$ cat src/hw/baud_gen_regs.svh
// Register map, field positions, reset values and divider counts of the bit-rate generator
`ifndef BAUD_GEN_REGS_SVH
`define BAUD_GEN_REGS_SVH

// ==========================================================
// Register byte offsets
`define OFS_SERIAL_CTRL     8'h00
`define OFS_POWER_CTRL      8'h04
`define OFS_TIMER_MODE      8'h08
`define OFS_T1_RELOAD_HIGH  8'h0c
`define OFS_T1_RUN_CTRL     8'h10
`define OFS_T2_CTRL         8'h14
`define OFS_CAP_RELOAD_LOW  8'h18
`define OFS_CAP_RELOAD_HIGH 8'h1c
`define OFS_FRAC_CTRL       8'h20
`define OFS_FRAC_DIVIDE     8'h24
`define OFS_PLL_DIVIDER     8'h28
`define OFS_STATUS          8'h2c

// ==========================================================
// Register indices, writable count, masks and reset values
`define IDX_SERIAL_CTRL     4'h0
`define IDX_POWER_CTRL      4'h1
`define IDX_TIMER_MODE      4'h2
`define IDX_T1_RELOAD_HIGH  4'h3
`define IDX_T1_RUN_CTRL     4'h4
`define IDX_T2_CTRL         4'h5
`define IDX_CAP_RELOAD_LOW  4'h6
`define IDX_CAP_RELOAD_HIGH 4'h7
`define IDX_FRAC_CTRL       4'h8
`define IDX_FRAC_DIVIDE     4'h9
`define IDX_PLL_DIVIDER     4'ha
`define IDX_STATUS          4'hb
`define IDX_NONE            4'hf
`define NUM_RW_REGS         11
`define REG_WR_MASKS        88'h07_ff_87_ff_ff_34_01_ff_f0_80_c0
`define REG_RESETS          88'h00_00_00_00_00_00_00_00_00_00_00

// ==========================================================
// Field positions
`define SMODE_HI_BIT        7
`define SMODE_LO_BIT        6
`define RATE_DOUBLE_BIT     7
`define T1_COUNTER_BIT      6
`define T1_MODE_HI_BIT      5
`define T1_MODE_LO_BIT      4
`define T1_RUN_BIT          0
`define T2_RX_CLK_BIT       5
`define T2_TX_CLK_BIT       4
`define T2_RUN_BIT          2
`define FRAC_EN_BIT         7
`define BIN_DIV_HI_BIT      2
`define CORE_DIV_HI_BIT     2

// ==========================================================
// Divider counts (terminal value is divide ratio minus one), then fractional base and step
`define MACH_LIMIT          16'h000b
`define M2_FAST_LIMIT       16'h001f
`define M2_SLOW_LIMIT       16'h003f
`define T1_POST_FAST        16'h000f
`define T1_POST_SLOW        16'h001f
`define T1_M0_LIMIT         16'h1fff
`define T1_M1_LIMIT         16'hffff
`define T2_PRE_LIMIT        16'h0001
`define T2_POST_LIMIT       16'h000f
`define FRAC_BASE           9'h040
`define FRAC_STEP           9'h002

`endif

$ cat src/hw/baud_gen_pkg.sv
// Types shared by the bit-rate generator and its register bus
package baud_gen_pkg;

    // ==========================================================
    // Avalon-MM request and answer
    typedef struct packed {
        logic        read;
        logic        write;
        logic [7:0]  address;
        logic [31:0] writedata;
        logic [3:0]  byteenable;
    } avs_req_s;

    typedef struct packed {
        logic        waitrequest;
        logic [31:0] readdata;
    } avs_rsp_s;

    // ==========================================================
    // Bit-rate ticks per direction
    typedef struct packed {
        logic tx;
        logic rx;
    } bit_tick_s;

    // ==========================================================
    // Serial modes, tick sources and bus states
    typedef enum logic [1:0] {
        MODE_SHIFT = 2'b00,
        MODE_UART8 = 2'b01,
        MODE_FIXED9 = 2'b10,
        MODE_UART9 = 2'b11
    } serial_mode_e;

    typedef enum logic [2:0] {
        SRC_MACH  = 3'b000,
        SRC_MODE2 = 3'b001,
        SRC_T1    = 3'b010,
        SRC_T2    = 3'b011,
        SRC_FRAC  = 3'b100
    } rate_src_e;

    typedef enum logic {
        BUS_IDLE = 1'b0,
        BUS_ACK  = 1'b1
    } bus_state_e;

endpackage

$ cat src/hw/tick_divider.sv
// Counter that pulses once every limit+1 steps, used for all prescalers and timers
module tick_divider (
    // Clock, reset and freeze
    input  wire logic        i_ref_clk,
    input  wire logic        i_sys_rst,
    input  wire logic        i_clk_en,
    // Count event and terminal value
    input  wire logic        i_step,
    input  wire logic [15:0] i_limit,
    // Terminal pulse
    output var  logic        o_tick
);
    logic [15:0] cnt;
    logic        at_end;

    // Terminal test also catches a limit lowered below the count
    assign at_end = (cnt >= i_limit);
    assign o_tick = i_clk_en & i_step & at_end;

    // Count steps and restart from zero at the terminal value
    always_ff @(posedge i_ref_clk) begin
        if (i_sys_rst) begin
            cnt <= 16'h0000;
        end else if (i_clk_en && i_step) begin
            cnt <= at_end ? 16'h0000 : cnt + 16'h0001;
        end
    end
endmodule

$ cat src/hw/baud_rate_gen.sv
// Bit-rate generator with Avalon-MM registers, timers and fractional divider
//
// Local design decisions: the Avalon-MM interface to the registers and the register addresses.
`include "baud_gen_regs.svh"

module baud_rate_gen (
    // Clock, reset and freeze
    input  wire logic                    i_ref_clk,
    input  wire logic                    i_sys_rst,
    input  wire logic                    i_clk_en,
    // Avalon-MM register slave
    input  wire baud_gen_pkg::avs_req_s  i_avs,
    output var  baud_gen_pkg::avs_rsp_s  o_avs,
    // Timer 1 external count input
    input  wire logic                    i_t1_count_in,
    // Bit-rate ticks to the shift logic
    output var  baud_gen_pkg::bit_tick_s o_tick
);
    import baud_gen_pkg::*;

    // ==========================================================
    // Divider slots
    localparam int D_CORE = 0;
    localparam int D_MACH = 1;
    localparam int D_M2   = 2;
    localparam int D_T1   = 3;
    localparam int D_T1P  = 4;
    localparam int D_T2P  = 5;
    localparam int D_T2   = 6;
    localparam int D_T2Q  = 7;
    localparam int D_BIN  = 8;
    localparam int N_DIV  = 9;

    logic [7:0]   regs [0:`NUM_RW_REGS-1];
    logic [7:0]   rdata_q;
    bus_state_e   bus_state;
    logic         req;
    logic         wait_c;
    logic         t1_pin_q;
    logic [8:0]   frac_acc;
    logic [8:0]   frac_sum;
    logic [8:0]   frac_limit;
    logic         frac_wrap;
    logic         frac_tick;
    logic         div_step  [0:N_DIV-1];
    logic [15:0]  div_limit [0:N_DIV-1];
    logic         div_tick  [0:N_DIV-1];
    serial_mode_e serial_mode;
    logic         frac_en;
    logic         rate_double_bit_eff;
    logic         tx_clock_select_eff;
    logic         rclk_eff;
    logic [1:0]   t1_mode;
    logic         t1_run;
    logic         t1_fall;
    logic [15:0]  t1_limit;
    logic [3:0]   bus_idx;
    logic [4:0]   src_ticks;
    rate_src_e    tx_src;
    rate_src_e    rx_src;

    // ==========================================================
    // Decoding helpers
    function automatic logic [3:0] reg_index(input logic [7:0] addr);
        logic [3:0] idx;
        idx = `IDX_NONE;
        if (addr[1:0] == 2'b00 && addr <= `OFS_STATUS) begin
            idx = addr[5:2];
        end
        return idx;
    endfunction

    function automatic logic pick_tick(input rate_src_e src, input logic [4:0] t);
        logic v;
        v = 1'b0;
        unique case (src)
            SRC_MACH:  v = t[0];
            SRC_MODE2: v = t[1];
            SRC_T1:    v = t[2];
            SRC_T2:    v = t[3];
            SRC_FRAC:  v = t[4];
            default:   v = 1'b0;
        endcase
        return v;
    endfunction

    // ==========================================================
    // Register fields
    assign serial_mode = serial_mode_e'({regs[`IDX_SERIAL_CTRL][`SMODE_HI_BIT],
                                         regs[`IDX_SERIAL_CTRL][`SMODE_LO_BIT]});
    assign frac_en  = regs[`IDX_FRAC_CTRL][`FRAC_EN_BIT];
    // Fractional enable masks doubling and clock selects
    assign rate_double_bit_eff = regs[`IDX_POWER_CTRL][`RATE_DOUBLE_BIT] & ~frac_en;
    assign tx_clock_select_eff = regs[`IDX_T2_CTRL][`T2_TX_CLK_BIT] & ~frac_en;
    assign rclk_eff = regs[`IDX_T2_CTRL][`T2_RX_CLK_BIT] & ~frac_en;
    assign t1_mode  = {regs[`IDX_TIMER_MODE][`T1_MODE_HI_BIT],
                       regs[`IDX_TIMER_MODE][`T1_MODE_LO_BIT]};
    assign t1_run   = regs[`IDX_T1_RUN_CTRL][`T1_RUN_BIT];

    // ==========================================================
    // Avalon-MM slave: one wait cycle, then answer
    assign req    = i_avs.read | i_avs.write;
    assign wait_c = req & ~(bus_state == BUS_ACK && i_clk_en);
    assign o_avs  = '{waitrequest: wait_c, readdata: {24'h000000, rdata_q}};
    // Register slot of the current address, shared by reads and writes
    assign bus_idx = reg_index(i_avs.address);

    // Bus state: idle to answer and back
    always_ff @(posedge i_ref_clk) begin
        if (i_sys_rst) begin
            bus_state <= BUS_IDLE;
        end else if (i_clk_en) begin
            unique case (bus_state)
                BUS_IDLE: bus_state <= req ? BUS_ACK : BUS_IDLE;
                BUS_ACK:  bus_state <= BUS_IDLE;
            endcase
        end
    end

    // Read data captured while waiting, unmapped reads give zero
    always_ff @(posedge i_ref_clk) begin
        if (i_sys_rst) begin
            rdata_q <= 8'h00;
        end else if (i_clk_en && bus_state == BUS_IDLE && i_avs.read) begin
            if (bus_idx < 4'(`NUM_RW_REGS)) begin
                rdata_q <= regs[bus_idx];
            end else if (bus_idx == `IDX_STATUS) begin
                rdata_q <= {2'b00, rx_src, tx_src};
            end else begin
                rdata_q <= 8'h00;
            end
        end
    end

    // Register writes land at the answering edge, reserved bits stay zero
    always_ff @(posedge i_ref_clk) begin
        if (i_sys_rst) begin
            for (int i = 0; i < `NUM_RW_REGS; i++) begin
                regs[i] <= 8'(`REG_RESETS >> (8 * i));
            end
        end else if (i_clk_en && bus_state == BUS_ACK && i_avs.write &&
                     i_avs.byteenable[0] && bus_idx < 4'(`NUM_RW_REGS)) begin
            regs[bus_idx] <= i_avs.writedata[7:0] & 8'(`REG_WR_MASKS >> (8 * bus_idx));
        end
    end

    // ==========================================================
    // Divider chain
    // Core clock after the PLL divider, 2^CD reference clocks
    assign div_step[D_CORE]  = 1'b1;
    assign div_limit[D_CORE] = (16'h0001 << regs[`IDX_PLL_DIVIDER][`CORE_DIV_HI_BIT:0])
                               - 16'h0001;
    // Machine cycle, twelve core clocks
    assign div_step[D_MACH]  = div_tick[D_CORE];
    assign div_limit[D_MACH] = `MACH_LIMIT;
    // Mode 2 fixed rate
    assign div_step[D_M2]    = div_tick[D_CORE];
    assign div_limit[D_M2]   = rate_double_bit_eff ? `M2_FAST_LIMIT : `M2_SLOW_LIMIT;

    // Timer 1 counts machine cycles or falling edges of its input
    always_ff @(posedge i_ref_clk) begin
        if (i_sys_rst) begin
            t1_pin_q <= 1'b0;
        end else if (i_clk_en) begin
            t1_pin_q <= i_t1_count_in;
        end
    end
    assign t1_fall         = t1_pin_q & ~i_t1_count_in;
    assign div_step[D_T1]  = t1_run && t1_mode != 2'b11 &&
                             (regs[`IDX_TIMER_MODE][`T1_COUNTER_BIT] ? t1_fall
                                                                     : div_tick[D_MACH]);
    // Timer 1 overflow period per running mode
    always_comb begin
        unique case (t1_mode)
            2'b00:   t1_limit = `T1_M0_LIMIT;
            2'b01:   t1_limit = `T1_M1_LIMIT;
            2'b10:   t1_limit = {8'h00, 8'hff - regs[`IDX_T1_RELOAD_HIGH]};
            2'b11:   t1_limit = `T1_M1_LIMIT;
        endcase
    end
    assign div_limit[D_T1] = t1_limit;
    // Timer 1 overflows to bits: 2^RATE_DOUBLE_BIT over 32
    assign div_step[D_T1P]  = div_tick[D_T1];
    assign div_limit[D_T1P] = rate_double_bit_eff ? `T1_POST_FAST : `T1_POST_SLOW;

    // Timer 2 steps every two core clocks in bit-rate mode
    assign div_step[D_T2P]  = div_tick[D_CORE] & regs[`IDX_T2_CTRL][`T2_RUN_BIT] &
                              (tx_clock_select_eff | rclk_eff);
    assign div_limit[D_T2P] = `T2_PRE_LIMIT;
    // Timer 2 autoreload from the capture pair
    assign div_step[D_T2]   = div_tick[D_T2P];
    assign div_limit[D_T2]  = 16'hffff - {regs[`IDX_CAP_RELOAD_HIGH],
                                          regs[`IDX_CAP_RELOAD_LOW]};
    // Sixteen Timer 2 overflows per bit
    assign div_step[D_T2Q]  = div_tick[D_T2];
    assign div_limit[D_T2Q] = `T2_POST_LIMIT;
    // Fractional timer binary pre-divider 2^DIV
    assign div_step[D_BIN]  = div_tick[D_CORE] & frac_en;
    assign div_limit[D_BIN] = (16'h0001 << regs[`IDX_FRAC_CTRL][`BIN_DIV_HI_BIT:0])
                              - 16'h0001;

    // One divider per slot
    generate
        for (genvar g = 0; g < N_DIV; g++) begin : g_div
            tick_divider u_div (
                .i_ref_clk (i_ref_clk),
                .i_sys_rst (i_sys_rst),
                .i_clk_en  (i_clk_en),
                .i_step    (div_step[g]),
                .i_limit   (div_limit[g]),
                .o_tick    (div_tick[g])
            );
        end
    endgenerate

    // ==========================================================
    // Fractional divider: add two per pre-divided clock, wrap at fd+64
    assign frac_limit = {1'b0, regs[`IDX_FRAC_DIVIDE]} + `FRAC_BASE;
    assign frac_sum   = frac_acc + `FRAC_STEP;
    assign frac_wrap  = frac_sum >= frac_limit;
    assign frac_tick  = div_tick[D_BIN] & frac_wrap;

    // Accumulator keeps the remainder so the average rate is exact
    always_ff @(posedge i_ref_clk) begin
        if (i_sys_rst) begin
            frac_acc <= 9'h000;
        end else if (i_clk_en && div_tick[D_BIN]) begin
            frac_acc <= frac_wrap ? frac_sum - frac_limit : frac_sum;
        end
    end

    // ==========================================================
    // Source selection per direction
    always_comb begin
        tx_src = SRC_MACH;
        rx_src = SRC_MACH;
        unique case (serial_mode)
            MODE_SHIFT: begin
                tx_src = SRC_MACH;
                rx_src = SRC_MACH;
            end
            MODE_FIXED9: begin
                tx_src = SRC_MODE2;
                rx_src = SRC_MODE2;
            end
            MODE_UART8, MODE_UART9: begin
                if (frac_en) begin
                    tx_src = SRC_FRAC;
                    rx_src = SRC_FRAC;
                end else begin
                    tx_src = tx_clock_select_eff ? SRC_T2 : SRC_T1;
                    rx_src = rclk_eff ? SRC_T2 : SRC_T1;
                end
            end
        endcase
    end

    // Candidate source pulses, in source code order
    assign src_ticks = {frac_tick, div_tick[D_T2Q], div_tick[D_T1P], div_tick[D_M2],
                        div_tick[D_MACH]};

    // Registered ticks, one per direction
    always_ff @(posedge i_ref_clk) begin
        if (i_sys_rst) begin
            o_tick <= '0;
        end else if (i_clk_en) begin
            o_tick.tx <= pick_tick(tx_src, src_ticks);
            o_tick.rx <= pick_tick(rx_src, src_ticks);
        end
    end

    // ==========================================================
    // Checks
    property p_mode0_tick;
        @(posedge i_ref_clk) disable iff (i_sys_rst)
        (serial_mode == MODE_SHIFT && div_tick[D_MACH]) |=> (o_tick.tx && o_tick.rx);
    endproperty
    a_mode0_tick: assert property (p_mode0_tick) else $error("mode 0 tick missing");

    property p_mode2_div;
        @(posedge i_ref_clk) disable iff (i_sys_rst)
        (serial_mode == MODE_FIXED9) |->
            (div_limit[D_M2] == ((regs[`IDX_POWER_CTRL][`RATE_DOUBLE_BIT] && !frac_en)
                                 ? 16'h001f : 16'h003f));
    endproperty
    a_mode2_div: assert property (p_mode2_div) else $error("mode 2 divide wrong");

    property p_t2_select;
        @(posedge i_ref_clk) disable iff (i_sys_rst)
        (serial_mode[0] && !frac_en && regs[`IDX_T2_CTRL][`T2_TX_CLK_BIT]
         && !regs[`IDX_T2_CTRL][`T2_RX_CLK_BIT]) |-> (tx_src == SRC_T2 && rx_src == SRC_T1);
    endproperty
    a_t2_select: assert property (p_t2_select) else $error("direction source wrong");

    property p_t1_post;
        @(posedge i_ref_clk) disable iff (i_sys_rst)
        div_limit[D_T1P] == ((regs[`IDX_POWER_CTRL][`RATE_DOUBLE_BIT] && !frac_en)
                             ? 16'h000f : 16'h001f);
    endproperty
    a_t1_post: assert property (p_t1_post) else $error("timer 1 post divide wrong");

    property p_t1_reload;
        @(posedge i_ref_clk) disable iff (i_sys_rst)
        (t1_mode == 2'b10) |-> (div_limit[D_T1] + {8'h00, regs[`IDX_T1_RELOAD_HIGH]}
                                == 16'h00ff);
    endproperty
    a_t1_reload: assert property (p_t1_reload) else $error("timer 1 reload wrong");

    property p_t2_half;
        @(posedge i_ref_clk) disable iff (i_sys_rst)
        (div_tick[D_T2P] && i_clk_en) |=> !div_tick[D_T2P];
    endproperty
    a_t2_half: assert property (p_t2_half) else $error("timer 2 stepped too fast");

    property p_frac_ignores;
        @(posedge i_ref_clk) disable iff (i_sys_rst)
        frac_en |-> (div_step[D_T2P] == 1'b0 && div_limit[D_M2] == 16'h003f &&
                     div_limit[D_T1P] == 16'h001f);
    endproperty
    a_frac_ignores: assert property (p_frac_ignores) else $error("doubling not ignored");

    property p_frac_bound;
        @(posedge i_ref_clk) disable iff (i_sys_rst)
        (i_clk_en && div_tick[D_BIN] && !frac_wrap) |=> (frac_acc == $past(frac_acc) + 9'h002);
    endproperty
    a_frac_bound: assert property (p_frac_bound) else $error("fraction step wrong");

    property p_frac_tick;
        @(posedge i_ref_clk) disable iff (i_sys_rst)
        (serial_mode[0] && frac_en && frac_tick) |=> (o_tick.tx && o_tick.rx);
    endproperty
    a_frac_tick: assert property (p_frac_tick) else $error("fraction tick lost");
endmodule

$ cat config.mk
export PLATFORM = sky130hd
export DESIGN_NAME = baud_rate_gen
export DESIGN_NICKNAME = d
export VERILOG_FILES = /design/src/hw/baud_gen_pkg.sv /design/src/hw/tick_divider.sv /design/src/hw/baud_rate_gen.sv
export VERILOG_INCLUDE_DIRS = /design/src /design/src/hw
export SDC_FILE = /design/constraint.sdc
export NUM_CORES = 1
export LEC_CHECK = 0
export ABC_CLOCK_PERIOD_IN_PS = 3550
export BUFFER_PORTS_ARGS = -buffer_cell sky130_fd_sc_hd__buf_2
export CAP_MARGIN = 20
export CORE_MARGIN = 2
export CORE_UTILIZATION = 40
export DETAILED_ROUTE_END_ITERATION = 16
export GPL_ROUTABILITY_DRIVEN = 1
export GPL_TIMING_DRIVEN = 1
export PLACE_DENSITY_LB_ADDON = 0.25
export SLEW_MARGIN = 5
export SYNTH_ARGS = -nofsm -noshare
export SYNTH_HDL_FRONTEND = slang
export SYNTH_SLANG_ARGS = --single-unit
$ cat constraint.sdc
create_clock -name i_ref_clk -period 3.55 [get_ports i_ref_clk]
set_input_delay 0.1775 -clock i_ref_clk [delete_from_list [all_inputs] [get_ports i_ref_clk]]
set_output_delay 0.1775 -clock i_ref_clk [all_outputs]
set_load 0.02 [all_outputs]
==> impl_metrics.yaml, run 1 <==
route:
  routed-wl-met3_mm: 1.410
  drt-met1-wl_mm: 14.32
  via_per_inst: 5.289
  dr_wl_met2_mm: 13.73
  routed_wl_mm: 29.96
  dr_total_vias: 10087
  routedWlPerCell_um: 15.71
  drt_iter0_markers: 857
  top_layer_used: "met4"
  drt_pre_antenna_iters: 5
  postRouteAntennaNets: 0
  drc: 0
clocking:
  h-tree-depth: 1
  cts_sinks: 253
  clkSlewWorstSetupHoldPaths_ns: 0.06
  cts_resized: 0
  cts_buffers: 29
  post-cts-setup-buffers: 0
  cts_tree: "yes"
  clockBufferDepth: 3
  clock-root-buffer: "clkbuf_16"
  clk_latency_ns: 0.55
sta:
  final-hold-violation-count: 0
  period_minus_slack_ns: 3.181
  setup_viol: 0
  rsz0062_at_grt: "false"
  clock_skew_ns: 0.01424
  timing.fmax_mhz: 314.4
  slew_viol_final: 0
  max_slew_margin_pct: 36.14
  fin_crit_sh_pct: 89.60
  tns_ns: 0
  tightest_slew_ns: 0.9500
critical_path:
  cp-start-kind: "flip-flop"
  critPathTopFamily: "compound AO/OA/AOI/OAI gates"
  cp-startpoint: "regs[10][1]"
  critPathCaptureType: "flip-flop"
  max_stage_delay_ns: 0.53
  crit_type: "flip-flop to flip-flop"
  r2r_start: "regs[10][1]"
  path_buf_inv: 0
  crit_required_ns: 4.02
  r2r_setup_slack_ns: 0.37
  crit_arrival_ns: 3.65
  cp_max_fo: 16
  path_cells: "or3_1 -> ha_1 -> nand2b_1 -> a21o_1 -> a221oi_1 -> o21a_1 -> or3_1 -> nand2b_1 -> a21oi_1"
  r2r-end: "g_div[8].u_div.cnt[1]"
  worstRegToRegCells: 9
  cp_slowest_cell: "o21a_1"
  path_depth: 9
  crit_end: "g_div[8].u_div.cnt[1]"
placement:
  dp_cells: 1850
  numPortBuffers: 33
  post-dp-hpwl_mm: 21.47
  gp_routability_congestion: 0.8378
  dpl_cell_area_sq_mm: 0.01367
synthesis:
  syn_inst: 1384
  yosys_warnings: 0
  yosysTopAreaCell: "dfxtp_1"
  ys_types: 74
  synth_top_area_share_pct: 26.66
  netlist_area_sq_mm: 0.01299
  async_reset_ff_share_pct: 0
  synth_edf_count: 80
  ys_seq_elements: 253
  ys_seq_area_share_pct: 45.15
  syn_area_per_cell_sq_um: 9.387
  yosys_most_used_dff: "dfxtp_1"
  yosys-top-cells-area: "dfxtp_1 (27%), edfxtp_1 (18%), ha_1 (6.9%)"
cells_and_area:
  fin_util_pct: 45.80
  final_cells: 1907
  num-fill-cells: 3059
  layout-drive-gt1-share_pct: 8.560
  finalInstanceArea_sq_mm: 0.01457
  syn2layout_area_growth_pct: 12.12
  antenna_cells: 0
  layout.nets: 1572
power:
  comb_power_share_pct: 5.5
  intPower_uw: 4728
  p_sw_uw: 1422
  sw_frac_of_total_pct: 23.12
  seq_power_share_pct: 50.0
  clkPwrFrac_pct: 44.5
  power_density_mw_per_mm2: 422.3
  ir_worst_vdd_mv: 0.3262
  leakage_uw: 0.005617
floorplan:
  die-area_sq_mm: 0.03394
  core_area_sq_mm: 0.03180
  fp.dieW_um: 184.2
  floorplan.initialDensity_pct: 40.85
  rows: 65
  pin_count: 85
  die_h_um: 184.2
global_routing:
  grt_pass1_wl_mm: 48.97
  grt_pass1_vias: 9406
  grt_max_degree: 52
  grt-ovfl-total: 0
  antenna_found_initial: 0
  track_usage_pct: 17.86
run_status:
  status: "completed"
flow_run:
  maxCapViolCount: 0
min_path:
  hold_class: "primary input to flip-flop"
  min-delay-start: "i_avs[44]"
-- kinds of logic (layout without fill, tap and decap cells) --
logic type | after synthesis | in the layout | share of synthesized area, %
AO/OA/AOI/OAI | 250 | 250 | 12.63
XOR/XNOR | 67 | 67 | 4.517
adder cells (fa/ha/maj) | 74 | 74 | 7.166
buffers and inverters | 134 | 165 | 4.844
flip-flops | 253 | 253 | 45.15
multiplexers | 39 | 39 | 3.612
other | 2 | 59 | 0.05781
AND/OR/NAND/NOR | 565 | 565 | 22.03
-- worst min-delay path, stage by stage --
cell	delay (ns)
buf_2	0.09
nor2_1	0.05
nor2_1	0.08
mux2i_1	0.07
nor2_1	0.07
-- area by class of cell --
class                      count  area, sq um  area share [%]
clock inverter                11        57.56          0.3952
inverter                      48        180.2           1.237
timing repair buffer          63        390.4           2.680
clock buffer                  43        813.3           5.584
tap                          435        544.3           3.737
sequential                   253         5866           40.27
multi-input combinational   1054         6714           46.10
-- through the flow --
step	hold slack, ns	setup WS [ns]	total power [uW]
after floorplan	0.3243	0.7147	3387
after detailed placement	0.4428	0.3411	3473
after global placement	0.4394	0.4584	3469
final	0.02852	0.3691	6150
after CTS	0.007865	0.3120	6228
after global routing	0.07369	0.1941	6405
-- layout by cell type, fill, tap and decap left out, drive strengths merged, types with 34 or more instances in the layout --
| master | count |
|---|---|
| nand4 | 34 |
| conb | 59 |
| nor2 | 230 |
| and3 | 37 |
| nand3 | 41 |
| clkbuf | 43 |
| buf | 62 |
| xnor2 | 39 |
| ha | 72 |
| edfxtp | 80 |
| a21oi | 75 |
| inv | 49 |
| o21ai | 39 |
| dfxtp | 173 |
| nand2 | 65 |
-- Yosys cell counts, drive strengths merged, types with 4 or more instances --
library cell	instances
a2111oi	5
a211oi	22
a21o	19
a21oi	75
a221oi	8
a31oi	28
a41oi	23
and2	23
and3	37
and4	16
buf	36
clkbuf	50
dfxtp	173
edfxtp	80
ha	72
inv	48
mux2i	30
mux4	6
nand2	65
nand2b	18
nand3	41
nand3b	4
nand4	34
nor2	230
nor2b	19
nor3	21
nor4	26
nor4b	9
o211ai	4
o21a	4
o21ai	39
or3	7
xnor2	39
xor2	28
-- layer usage --
| layer | vias to the layer above | GRT usage (%) |
|---|---|---|
| met2 | 214 | 29.30 |
| met1 | 4769 | 24.95 |
| met3 | 34 | 2.490 |
| met5 | - | 0 |
| met4 | 0 | 4.224 |
| li1 | 5070 | - |
-- power by group through the flow --
| stage | Sequential, uW | Combinational, uW | Clock, uW |
|---|---|---|---|
| after floorplan | 3130 | 258 | 0 |
| after global placement | 3140 | 331 | 0 |
| after detailed placement | 3140 | 334 | 0 |
| after CTS | 3080 | 336 | 2820 |
| after global routing | 3080 | 376 | 2950 |
| final | 3080 | 337 | 2740 |
-- how the worst min path moves through the flow --
stage	slack [ns]	cells after the start	end
final	0.03	5	bus_state
after global routing	0.07	5	bus_state
after CTS	0.008	5	bus_state
after detailed placement	0.44	1	regs[10][6]
after global placement	0.44	1	regs[10][6]
after floorplan	0.32	2	t1_pin_q
-- flip-flops by register name, indices dropped and copies added, names as in the netlist --
signal / cells
g_div.u_div.cnt: 144
frac_acc: 9
o_tick: 2
bus_state: 1
regs: 88
t1_pin_q: 1
rdata_q: 8
-- timing repair --
item,4_1_cts,5_1_grt
setup endpoints to repair,0,0
hold buffers,1,0
endpoints found under the hold margin,1,0
Power figures use the tool's default switching activity.
==> inputs of run 2 (changes only) <==
CORE_MARGIN = 4   (was 2)
CORE_UTILIZATION = 61   (was 40)
==> impl_metrics.yaml, run 2 (synthesis results as in run 1) <==
clocking:
  post-cts-setup-buffers: 0
  cts_buffers: 27
  clock-root-buffer: "clkbuf_16"
  clk_latency_ns: 0.56
  clkSlewWorstSetupHoldPaths_ns: 0.07
  cts_tree: "yes"
  cts_sinks: 253
  clockBufferDepth: 3
  h-tree-depth: 1
min_path:
  hold_class: "primary input to flip-flop"
critical_path:
  cp-start-kind: "flip-flop"
  critPathCaptureType: "flip-flop"
  cp_max_fo: 16
  crit_type: "flip-flop to flip-flop"
  crit_arrival_ns: 3.63
  crit_required_ns: 4.01
route:
  routed_wl_mm: 29.85
  postRouteAntennaNets: 0
  dr_total_vias: 10445
  drc: 0
  drt_iter0_markers: 823
  via_per_inst: 6.003
  routedWlPerCell_um: 17.16
  drt_pre_antenna_iters: 7
sta:
  setup_viol: 0
  tns_ns: 0
  clock_skew_ns: 0.02307
  rsz0062_at_grt: "false"
  slew_viol_final: 0
  period_minus_slack_ns: 3.161
  timing.fmax_mhz: 316.3
  fin_crit_sh_pct: 89.04
  final-hold-violation-count: 0
  max_slew_margin_pct: 42.69
  tightest_slew_ns: 0.8380
placement:
  gp_routability_congestion: 0.9323
  numPortBuffers: 33
  post-dp-hpwl_mm: 20.56
  dpl_cell_area_sq_mm: 0.01346
floorplan:
  die-area_sq_mm: 0.02370
  rows: 53
  core_area_sq_mm: 0.02096
  floorplan.initialDensity_pct: 62.00
  die_h_um: 153.9
  pin_count: 85
  fp.dieW_um: 153.9
global_routing:
  antenna_found_initial: 0
  grt_pass1_wl_mm: 49.06
  track_usage_pct: 24.76
  grt-ovfl-total: 0
  grt_max_degree: 52
  grt_pass1_vias: 9836
run_status:
  status: "completed"
power:
  leakage_uw: 0.005613
  power_density_mw_per_mm2: 427.7
  ir_worst_vdd_mv: 0.4056
cells_and_area:
  top_register: "g_div.u_div.cnt"
  final_common_cell: "nor2_1"
  finalInstanceArea_sq_mm: 0.01434
  layout-drive-gt1-share_pct: 8.669
  layout.nets: 1567
  antenna_cells: 0
  final_cell_mix: "nor2_1 (230), dfxtp_1 (173), edfxtp_1 (80), a21oi_1 (75), ha_1 (72)"
  largest_reg_flops: 144
  seqCellArea_sq_mm: 0.005866
  syn2layout_area_growth_pct: 10.36
  reg_top3: "g_div.u_div.cnt: 144 flops, regs: 88 flops, frac_acc: 9 flops"
  multi_input_area_sq_mm: 0.006714
  num-fill-cells: 1631
flow_run:
  maxCapViolCount: 0
[run 2: final timing paths]
kind	from	to	slack [ns]	depth (start not counted)
max	regs[10][1]	g_div[8].u_div.cnt[1]	0.39	9
min	i_avs[44]	bus_state	0.02	5
max reg2reg	regs[10][1]	g_div[8].u_div.cnt[1]	0.39	9
min reg2reg	regs[10][6]	regs[10][6]	0.47	1
[run 2: critical path, cell delays in order (launching register included)]
cell      delay (ns)
dfxtp_1         0.38
or3_1           0.38
ha_1            0.28
nand2b_1        0.14
a21o_1          0.19
a221oi_1        0.36
o21a_1          0.56
or3_1           0.21
nand2b_1        0.34
a21oi_1         0.23
[run 2: report_power, final]
group	switching [uW]	leakage, uW	internal [uW]	total, uW
clock network	1160	0.000435	1560	2720
registers	34.1	0.00221	3040	3080
logic	233	0.00297	104	337
[run 2: final cells by class]
cell class	instances	area share, %
Inverter	48	1.257
Clock inverter	10	0.4800
Timing Repair Buffer	60	2.583
Multi-Input combinational cell	1054	46.83
Clock buffer	40	5.541
Tap cell	275	2.400
Sequential cell	253	40.91
[run 2: repair_timing]
action	in CTS	in global routing
resized for setup	0	0
hold buffers	1	0
endpoints found under the hold margin	1	0
[run 2: stage by stage]
stage               total power [uW]  cells  hold WS (ns)  setup WS (ns)  util [%]
global placement                3457   1689        0.4361         0.4918     64.25
finish                          6132   1740       0.02055         0.3889     68.42
floorplan                       3387   1441        0.3243         0.7147         -
detailed placement              3466   1689        0.4452         0.4560     64.25
CTS                             6161   1740       0.01372         0.3931     68.42
global route                    6328   1740       0.08078         0.1606     68.42
[run 2: routing by layer]
metal	vias to the layer above	GRT usage, %	part of all wire [%]
li1	5055	-	-
met1	4982	32.96	43
met2	340	42.28	47
met3	68	3.912	6.8
met4	0	6.686	2.8
met5	-	0	0
==> inputs of run 3 (changes only) <==
CORE_ASPECT_RATIO = 1.1   (was not set)
SETUP_SLACK_MARGIN = 0.05   (was not set)
==> impl_metrics.yaml, run 3 (synthesis results as in run 1) <==
floorplan:
  floorplan.initialDensity_pct: 62.51
  die-area_sq_mm: 0.02370
  core_area_sq_mm: 0.02078
  die_h_um: 161.1
  fp.dieW_um: 147.1
  rows: 55
  pin_count: 85
clocking:
  cts_buffers: 27
  cts_hold_buffers: 1
  cts_sinks: 253
  cts_resized: 0
  post-cts-setup-buffers: 0
  clock-root-buffer: "clkbuf_16"
  cts_tree: "yes"
  clockBufferDepth: 3
  clk_latency_ns: 0.54
  clkSlewWorstSetupHoldPaths_ns: 0.06
  h-tree-depth: 1
placement:
  gp_routability_congestion: 0.8866
  numPortBuffers: 33
  post-dp-hpwl_mm: 20.22
  dpl_worst_slack_ns: 0.5966
power:
  intPower_uw: 4746
  seq_power_share_pct: 50.2
  power_density_mw_per_mm2: 427.0
  finalPower_uw: 6133
  sw_frac_of_total_pct: 22.61
  ir_worst_vdd_mv: 0.3844
  comb_power_share_pct: 5.4
  leakage_uw: 0.005605
  clkPwrFrac_pct: 44.4
  p_sw_uw: 1386
route:
  drt_iter0_markers: 784
  drt_pre_antenna_iters: 5
  drc: 0
  postRouteAntennaNets: 0
  routedWlPerCell_um: 16.32
  routed_wl_mm: 28.57
  via_per_inst: 5.856
  dr_total_vias: 10254
sta:
  tightest_slew_ns: 0.8069
  rsz0062_at_grt: "false"
  setup_ws_ns: 0.5495
  period_minus_slack_ns: 3.000
  setup_viol: 0
  fin_crit_sh_pct: 84.52
  slew_viol_final: 0
  clock_skew_ns: 0.02483
  tns_ns: 0
  max_slew_margin_pct: 45.47
  timing.fmax_mhz: 333.3
  final-hold-violation-count: 0
critical_path:
  crit_arrival_ns: 3.41
  max_stage_delay_ns: 0.39
  cp-startpoint: "regs[10][1]"
  worstRegToRegCells: 10
  cp_slowest_cell: "o21a_1"
  cp-start-kind: "flip-flop"
  r2r_start: "regs[10][1]"
  cp_max_fo: 8
  r2r_setup_slack_ns: 0.55
  critPathCaptureType: "flip-flop"
  crit_required_ns: 3.96
  critPathTopFamily: "compound AO/OA/AOI/OAI gates"
  crit_type: "flip-flop to flip-flop"
  path_buf_inv: 1
  path_cells: "or3_1 -> ha_1 -> nand2b_1 -> a21o_1 -> a221oi_1 -> o21a_1 -> buf_4 -> nor2_1 -> and4_1 -> o21ba_2"
  path_depth: 10
cells_and_area:
  reg_top3: "g_div.u_div.cnt: 144 flops, regs: 88 flops, frac_acc: 9 flops"
  top_register: "g_div.u_div.cnt"
  final_cell_mix: "nor2_1 (230), dfxtp_1 (173), edfxtp_1 (80), a21oi_1 (75), ha_1 (72)"
  final_common_cell: "nor2_1"
  largest_reg_flops: 144
  layout.nets: 1569
  syn2layout_area_growth_pct: 10.55
  antenna_cells: 0
  layout-drive-gt1-share_pct: 8.731
global_routing:
  grt-ovfl-total: 0
  grt_max_degree: 52
  antenna_found_initial: 0
  grt_pass1_vias: 9838
  track_usage_pct: 24.04
  grt_pass1_wl_mm: 47.85
min_path:
  hold_depth: 5
  hold_class: "primary input to flip-flop"
  min-delay-start: "i_avs[44]"
run_status:
  status: "completed"
flow_run:
  maxCapViolCount: 0
run 3: changes by cell type in the layout (fill, tap and decap cells not counted), sizes merged:
cell and change:
clkbuf -6, clkinvlp +4, inv -1, bufinv +2
buf +2
run 3: final timing paths:
kind / endpoint
max: g_div[5].u_div.cnt[4]
min: bus_state
max reg2reg: g_div[5].u_div.cnt[4]
min reg2reg: rdata_q[1]
run 3: area by class of cell:
cell class | instances | area [sq um]
multi-input combinational | 1054 | 6714
tap | 285 | 356.6
clock buffer | 34 | 732.0
sequential | 253 | 5866
timing repair buffer | 62 | 385.4
inverter | 48 | 180.2
fill | 1658 | 6421
clock inverter | 15 | 127.6
run 3: worst register-to-register path, delay by kind of cell, from the launching register on:
kind,cells,cell delay [ns]
compound gates,4,1.12
simple gates,4,0.89
flops,1,0.38
fa+ha+maj,1,0.27
buf+inv,1,0.23
run 3: power by group through the flow:
stage | combinational (uW) | sequential [uW] | clock [uW]
after global placement | 319 | 3140 | 0
after CTS | 329 | 3080 | 2770
after global routing | 369 | 3080 | 2900
final | 334 | 3080 | 2720
after floorplan | 258 | 3130 | 0
after detailed placement | 326 | 3140 | 0
run 3: per-stage QoR:
| step | util, % | hold WS (ns) | area (sq um) | std cells |
|---|---|---|---|---|
| final | 69.10 | 0.03249 | 14360 | 1751 |
| after global routing | 69.10 | 0.06391 | 14360 | 1751 |
| after CTS | 69.10 | 0.01429 | 14360 | 1751 |
| after detailed placement | 64.92 | 0.4415 | 13490 | 1701 |
| after global placement | 64.92 | 0.4235 | 13490 | 1701 |
| after floorplan | - | 0.3243 | 13210 | 1441 |
run 3: layer usage:
layer  track usage, %  up-vias  routed length (um)
met5                0        -                   0
met2            40.23      294               13470
met1            31.94     4817               12330
met3            3.620       78                1725
li1                 -     5065                   -
met4            8.602        0                1043
